`config.mk`:
```
export PLATFORM = sky130hd
export DESIGN_NAME = rvam_vector_map
export DESIGN_NICKNAME = d
export VERILOG_FILES = /design/src/core/rvam_pkg.sv /design/src/core/rvam_vector_map.sv
export VERILOG_INCLUDE_DIRS = /design/src /design/src/core
export SDC_FILE = /design/constraint.sdc
export NUM_CORES = 1
export LEC_CHECK = 0
export BUFFER_PORTS_ARGS = -buffer_cell sky130_fd_sc_hd__buf_2
export CORE_MARGIN = 5
export CORE_UTILIZATION = 47
export DETAILED_ROUTE_END_ITERATION = 8
export PLACE_DENSITY = 0.78
export SLEW_MARGIN = 20
export SYNTH_ARGS = -nofsm -noshare
export SYNTH_HDL_FRONTEND = slang
export SYNTH_SLANG_ARGS = --single-unit
```
`constraint.sdc`:
```
create_clock -name I_SYS_CLK -period 1.95 [get_ports I_SYS_CLK]
set_input_delay 0.4875 -clock I_SYS_CLK [delete_from_list [all_inputs] [get_ports I_SYS_CLK]]
set_output_delay 0.4875 -clock I_SYS_CLK [all_outputs]
set_load 0.05 [all_outputs]
```
`src/core/rvam_regs.svh`:
```
`ifndef RVAM_REGS_SVH
`define RVAM_REGS_SVH
// ==========================================================
// vector map
`define RVAM_ADDR_W          12
`define RVAM_SRC_N           31
`define RVAM_RESET_VEC       12'h000
`define RVAM_VEC_BASE        12'h001
`define RVAM_VEC_RESERVED_0  12'h00E
`define RVAM_VEC_RESERVED_1  12'h01D
`define RVAM_VEC_RESERVED_2  12'h01E
`define RVAM_VEC_LAST        12'h01F
`define RVAM_FUSE_PROGRAMMED 1'h0
`define RVAM_BOOT_ADDR_DEF   12'hC00
`endif

```
`src/core/rvam_pkg.sv`:
```
package rvam_pkg;
   typedef struct packed {
      logic        valid;
      logic [11:0] addr;
   } rvam_fetch_t;
endpackage

```
`src/core/rvam_vector_map.sv`:
```
`timescale 1ns/1ps
`include "rvam_regs.svh"
module rvam_vector_map #(
   parameter logic [11:0] BOOT_ADDR = `RVAM_BOOT_ADDR_DEF
) (
   input  wire logic                 I_SYS_CLK,
   input  wire logic                 I_RST_N,
   input  wire logic                 i_boot_reset_fuse,
   input  wire logic                 i_vector_relocate_bit,
   input  wire logic [30:0]          i_irq,
   input  wire logic                 i_ack,
   output rvam_pkg::rvam_fetch_t     o_fetch,
   output logic                      o_reset_fetch,
   output logic [11:0]               o_reset_addr
);
   // a zero boot base would make relocation indistinguishable from the plain table
   if (BOOT_ADDR == 12'h000) begin : g_bad_boot
      $error("boot address must be nonzero");
   end

   // ==========================================================
   // source index to table address
   // bit k of i_irq is table entry k+1; entries 0E,1D,1E have no source
   function automatic logic [11:0] table_addr(input logic [4:0] idx);
      table_addr = 12'(idx) + `RVAM_VEC_BASE;
   endfunction

   function automatic logic is_hole(input logic [4:0] idx);
      logic [11:0] a;
      a = table_addr(idx);
      is_hole = (a == `RVAM_VEC_RESERVED_0) || (a == `RVAM_VEC_RESERVED_1) ||
                (a == `RVAM_VEC_RESERVED_2);
   endfunction

   // ==========================================================
   // pin synchronisers
   logic [1:0]  fuse_sync;
   logic [1:0]  sel_sync;
   logic [30:0] irq_s1;
   logic [30:0] irq_s2;

   always_ff @(posedge I_SYS_CLK) begin
      if (!I_RST_N) begin
         fuse_sync <= 2'h3;
         sel_sync  <= 2'h0;
      end else begin
         fuse_sync <= {fuse_sync[0], i_boot_reset_fuse};
         sel_sync  <= {sel_sync[0], i_vector_relocate_bit};
      end
   end

   always_ff @(posedge I_SYS_CLK) begin
      if (!I_RST_N) begin
         irq_s1 <= 31'h0;
         irq_s2 <= 31'h0;
      end else begin
         irq_s1 <= i_irq;
         irq_s2 <= irq_s1;
      end
   end

   // ==========================================================
   // reset vector: fetch pulse after release, address from fuse
   logic       booting;
   logic [1:0] boot_cnt;
   always_ff @(posedge I_SYS_CLK) begin
      if (!I_RST_N) begin
         booting  <= 1'h1;
         boot_cnt <= 2'h0;
      end else if (booting) begin
         boot_cnt <= boot_cnt + 2'h1;
         // wait for synchronised fuse before issuing the reset fetch
         if (boot_cnt == 2'h2) begin
            booting <= 1'h0;
         end
      end
   end

   logic [11:0] next_reset_addr;
   always_comb begin
      next_reset_addr = (fuse_sync[1] == `RVAM_FUSE_PROGRAMMED) ? BOOT_ADDR
                                                               : `RVAM_RESET_VEC;
   end

   always_ff @(posedge I_SYS_CLK) begin
      if (!I_RST_N) begin
         o_reset_addr  <= `RVAM_RESET_VEC;
         o_reset_fetch <= 1'h0;
      end else begin
         o_reset_addr  <= next_reset_addr;
         o_reset_fetch <= booting && (boot_cnt == 2'h2);
      end
   end

   // ==========================================================
   // priority pick: lowest source index wins
   logic        hit;
   logic [4:0]  pick;
   always_comb begin
      hit  = 1'h0;
      pick = 5'h0;
      for (int k = `RVAM_SRC_N - 1; k >= 0; k--) begin
         if (irq_s2[k] && !is_hole(5'(k))) begin
            hit  = 1'h1;
            pick = 5'(k);
         end
      end
   end

   logic [11:0] next_vec;
   always_comb begin
      next_vec = table_addr(pick);
      if (sel_sync[1]) begin
         next_vec = table_addr(pick) + BOOT_ADDR;
      end
   end

   // ==========================================================
   // vector output holds until the core acknowledges
   always_ff @(posedge I_SYS_CLK) begin
      if (!I_RST_N) begin
         o_fetch <= '0;
      end else if (booting) begin
         o_fetch <= '0;
      end else if (!o_fetch.valid || i_ack) begin
         o_fetch.valid <= hit && !(o_fetch.valid && i_ack);
         o_fetch.addr  <= next_vec;
      end
   end

   // ==========================================================
   // checks
   p_reset_app: assert property (@(posedge I_SYS_CLK) disable iff (!I_RST_N)
      o_reset_fetch && $past(fuse_sync[1]) |-> o_reset_addr == 12'h000)
      else $error("reset address not zero with fuse unprogrammed");
   p_reset_boot: assert property (@(posedge I_SYS_CLK) disable iff (!I_RST_N)
      o_reset_fetch && !$past(fuse_sync[1]) |-> o_reset_addr == BOOT_ADDR)
      else $error("reset address not boot address with fuse programmed");
   property p_reset_once;
      @(posedge I_SYS_CLK) disable iff (!I_RST_N) o_reset_fetch |=> !o_reset_fetch[*8];
   endproperty
   a_reset_once: assert property (p_reset_once) else $error("reset fetch repeated");
   property p_vec_range;
      @(posedge I_SYS_CLK) disable iff (!I_RST_N)
         o_fetch.valid && !sel_sync[1] && $stable(sel_sync[1]) && $past(o_fetch.valid) == 1'h0
         |-> o_fetch.addr >= 12'h001 && o_fetch.addr <= 12'h01F;
   endproperty
   a_vec_range: assert property (p_vec_range) else $error("vector outside table");
   property p_no_hole;
      @(posedge I_SYS_CLK) disable iff (!I_RST_N)
         o_fetch.valid && !sel_sync[1] && $past(!sel_sync[1])
         |-> o_fetch.addr != 12'h00E && o_fetch.addr != 12'h01D && o_fetch.addr != 12'h01E;
   endproperty
   a_no_hole: assert property (p_no_hole) else $error("vector to empty slot");
   property p_relocated;
      @(posedge I_SYS_CLK) disable iff (!I_RST_N)
         o_fetch.valid && sel_sync[1] && $past(sel_sync[1]) && $past(sel_sync[1], 2)
         && $changed(o_fetch.addr) |-> o_fetch.addr > BOOT_ADDR;
   endproperty
   a_relocated: assert property (p_relocated) else $error("vector not relocated");
   property p_lowest;
      @(posedge I_SYS_CLK) disable iff (!I_RST_N)
         !booting && !o_fetch.valid && irq_s2[0] |=> o_fetch.valid &&
         o_fetch.addr[4:0] == 5'h01;
   endproperty
   a_lowest: assert property (p_lowest) else $error("lowest request not chosen");
   property p_hold;
      @(posedge I_SYS_CLK) disable iff (!I_RST_N)
         o_fetch.valid && !i_ack |=> o_fetch.valid && $stable(o_fetch.addr);
   endproperty
   a_hold: assert property (p_hold) else $error("vector dropped before ack");
   property p_idle;
      @(posedge I_SYS_CLK) disable iff (!I_RST_N) booting |=> !o_fetch.valid;
   endproperty
   a_idle: assert property (p_idle) else $error("vector during reset");
   property p_last;
      @(posedge I_SYS_CLK) disable iff (!I_RST_N)
         !booting && !o_fetch.valid && !sel_sync[1] && irq_s2 == 31'h40000000
         |=> o_fetch.valid && o_fetch.addr == 12'h01F;
   endproperty
   a_last: assert property (p_last) else $error("store ready vector wrong");

   c_boot: cover property (@(posedge I_SYS_CLK) o_reset_fetch && o_reset_addr == BOOT_ADDR);
   c_app: cover property (@(posedge I_SYS_CLK) o_reset_fetch && o_reset_addr == 12'h000);
   c_reloc: cover property (@(posedge I_SYS_CLK) o_fetch.valid && sel_sync[1]);
   c_ack: cover property (@(posedge I_SYS_CLK) o_fetch.valid && i_ack);
endmodule

```
==> flow_summary.ini <==
[status]
status = finished, violations left
violations = negative setup slack

[drt]
drc = 0
postRouteAntennaNets = 0
drt_pass1_iterations = 4
wl_um = 4250
drt-wirelength-per-cell_um = 11.1
viasPerCell = 4.53
via_count = 1736
drtIter0Drc = 109

[sta]
worst_slack_ps = -177
setup_tns_ps = -407
period_share_pct = 109
setup_violations = 4
skew_ps = 5.77
max_freq_ghz = 0.470
slew_headroom_pct = 64.7
worstMarginPinSlew_ps = 524
finalHoldViolCount = 0
drv_slew = 0
holdWs_ps = 327
rsz0062_at_grt = true
period_minus_slack_ps = 2130

[critical_path]
reg2reg_from = irq_s2[17]
r2r_end = o_fetch[4]
ff2ff_setup_slack_ps = -180
startpoint = irq_s2[17]
slowest_delay_ps = 520
startpoint_type = flop
worst-r2r-cell-count = 8
cp.required_ps = 2170
path_buf_inv = 0
critPathMaxFanout = 2
crit_arrival_ps = 2350
worstSetupPathType = flop to flop
cpMaxStageDelayCell = or4_4
end_kind = flop
worstSetupEndpoint = o_fetch[4]
crit_family = simple AND/OR/NAND/NOR gates
path_depth = 8
cp_cell_sequence = or4_4 > a311oi_2 > o41ai_1 > a211oi_1 > ha_2 > nand4_1 > mux2i_1 > nor2_1

[synthesis]
muxShareOfSynthArea_pct = 1.55
synthXorXnorAreaFrac_pct = 1.02
synth_top_family_by_area = simple AND/OR/NAND/NOR gates
synth_seq_cells = 73
synth-adder-area-share_pct = 0.969
ys_seq_area_share_pct = 56.6
ys_types = 39
netlist_instances = 251
yosys_warnings = 0
avgSynthCellArea_um2 = 10.3
synth_simple_gate_area_share_pct = 24.1
synth_compound_area_share_pct = 8.82
syn_area_mm2 = 0.00258

[cells_and_area]
final_nets = 345
drive_above_1_share_pct = 26.0
finish.utilization_pct = 57.5
instances_no_fill = 383
n_antenna_cell = 0
areaGrowthSynthToFinish_pct = 21.1

[grt]
antenna_found_initial = 0
grt_pass1_vias = 1741
grt_remaining_overflow = 0
grtUsageTotal_pct = 13.1
grt_max_degree = 41
grt_pass1_wl_um = 7280

[placement]
detailed_place_hpwl_um = 3030
placed_cells = 368
dp_slack_ps = -180
place_congestion = 0.904
numPortBuffers = 44

[clocking]
ctsHoldBuffers = 0
cts_made_buffers = 9
path_clk_slew_ps = 70
root_buffer = clkbuf_8
htreeDepth = 3
cts_tree = yes
clock_latency_ps = 340
clock_sinks = 73
post_cts_buffers = 0
cts.path.max_buffers = 2

[power_and_ir_drop]
powerDensity_mw_per_mm2 = 1050
ir_drop_uv = 877
p_leak_uw = 0.00141

[floorplan]
die_w_um = 84.1
pin_count = 62
fp.coreArea_mm2 = 0.00544
dieArea_mm2 = 0.00708
die_y_um = 84.1
std_cell_rows = 27
start_util_pct = 47.5

[worst_hold_path]
hold_class = input port to flop

[job]
max_cap_viol_count = 0
[worst min-delay path by stage]
stage / end / slack, ps / cells past startpoint / from
2_1_floorplan: o_reset_addr[10] / 370 / 1 / fuse_sync[1]
3_3_place_gp: o_reset_addr[10] / 380 / 1 / fuse_sync[1]
3_5_place_dp: o_reset_addr[10] / 380 / 1 / fuse_sync[1]
4_1_cts: fuse_sync[0] / 310 / 2 / i_boot_reset_fuse
5_1_grt: fuse_sync[0] / 310 / 2 / i_boot_reset_fuse
6_report: fuse_sync[0] / 330 / 2 / i_boot_reset_fuse
[state kept, by name (all words and copies together), names as in the netlist]
| register | cells |
|---|---|
| sel_sync | 2 |
| boot_cnt | 2 |
| o_reset_addr | 1 |
| o_fetch | 8 |
| irq_s2 | 28 |
| booting | 1 |
| o_reset_fetch | 1 |
| fuse_sync | 2 |
| irq_s1 | 28 |
[stage by stage]
step / area, um^2 / total power [uW]
after floorplan: 2630 / 2040
after global placement: 2900 / 2130
after detailed placement: 2900 / 2150
after CTS: 3090 / 3290
after global routing: 3130 / 3440
final: 3130 / 3270
[where the power goes]
part / internal [uW] / switching (uW) / leakage (uW)
Sequential: 1590 / 54.3 / 0.000603
Clock: 655 / 494 / 0.0000957
Combinational: 196 / 281 / 0.000715
Total: 2440 / 830 / 0.00141
[metal layers]
layer	track usage, %	part of all wire (%)	routed length [um]
met2	21.5	47	2010
met4	6.73	2.4	104
met5	0	0	0
met1	14.0	42	1790
met3	6.42	8.1	343
[kinds of logic (layout without fill, tap and decap cells)]
kind of cell | Yosys count | after routing
other cells | 1 | 14
simple gates | 108 | 108
fa+ha+maj | 2 | 2
mux | 4 | 4
flops | 73 | 73
compound gates | 29 | 29
buf+inv | 31 | 78
xor+xnor | 3 | 3
[Yosys cell counts]
cell | number | share of area [%]
a2111oi_0 | 1 | 0.34
a211oi_1 | 5 | 1.5
a211oi_2 | 2 | 0.97
a21o_1 | 1 | 0.29
a21oi_1 | 3 | 0.58
a21oi_2 | 1 | 0.34
a221o_1 | 1 | 0.39
a311oi_2 | 1 | 0.58
a31oi_1 | 2 | 0.48
and2_1 | 61 | 15
and3_1 | 1 | 0.24
buf_1 | 1 | 0.15
buf_4 | 16 | 4.7
clkbuf_1 | 7 | 1.0
conb_1 | 1 | 0.15
dfxtp_1 | 73 | 57
ha_1 | 2 | 0.97
inv_1 | 7 | 1.0
mux2i_1 | 4 | 1.6
nand2_1 | 5 | 0.73
nand2b_1 | 6 | 1.5
nand3_1 | 2 | 0.39
nand4_1 | 1 | 0.24
nor2_1 | 16 | 2.3
nor2b_1 | 4 | 0.97
nor3_1 | 4 | 0.78
nor3b_1 | 1 | 0.29
nor4_1 | 5 | 1.2
o211a_1 | 1 | 0.39
o21a_1 | 1 | 0.29
o21ai_0 | 2 | 0.39
o21ai_1 | 2 | 0.39
o21bai_1 | 2 | 0.58
o311ai_1 | 1 | 0.34
o41ai_1 | 3 | 1.0
or3_1 | 1 | 0.24
or4_4 | 1 | 0.44
xnor2_1 | 2 | 0.68
xor2_1 | 1 | 0.34
[timing repair]
item,CTS,global route
pin swaps,2,3
setup endpoints to repair,4,5
resized for setup,1,7
[layout make-up]
type / instances / area (um^2)
clock inverters: 2 / 37.5
flip-flops and latches: 73 / 1460
fillers: 458 / 2310
inverters: 7 / 26.3
well taps: 72 / 90.1
clock buffers: 13 / 159
multi-input cells: 160 / 1030
repair buffers: 56 / 323
[layout by cell type (no fill, tap or decap), drive strengths merged, types with 2 or more instances in the layout]
cell,instances
dfxtp,73
and2,61
buf,56
nor2,16
conb,14
clkbuf,13
inv,7
a211oi,7
nand2b,6
nand2,5
nor4,5
nor2b,4
nor3,4
mux2i,4
a21oi,4
o21ai,4
o41ai,3
o21bai,2
a31oi,2
nand3,2
xnor2,2
ha,2
Power figures use the tool's default switching activity.
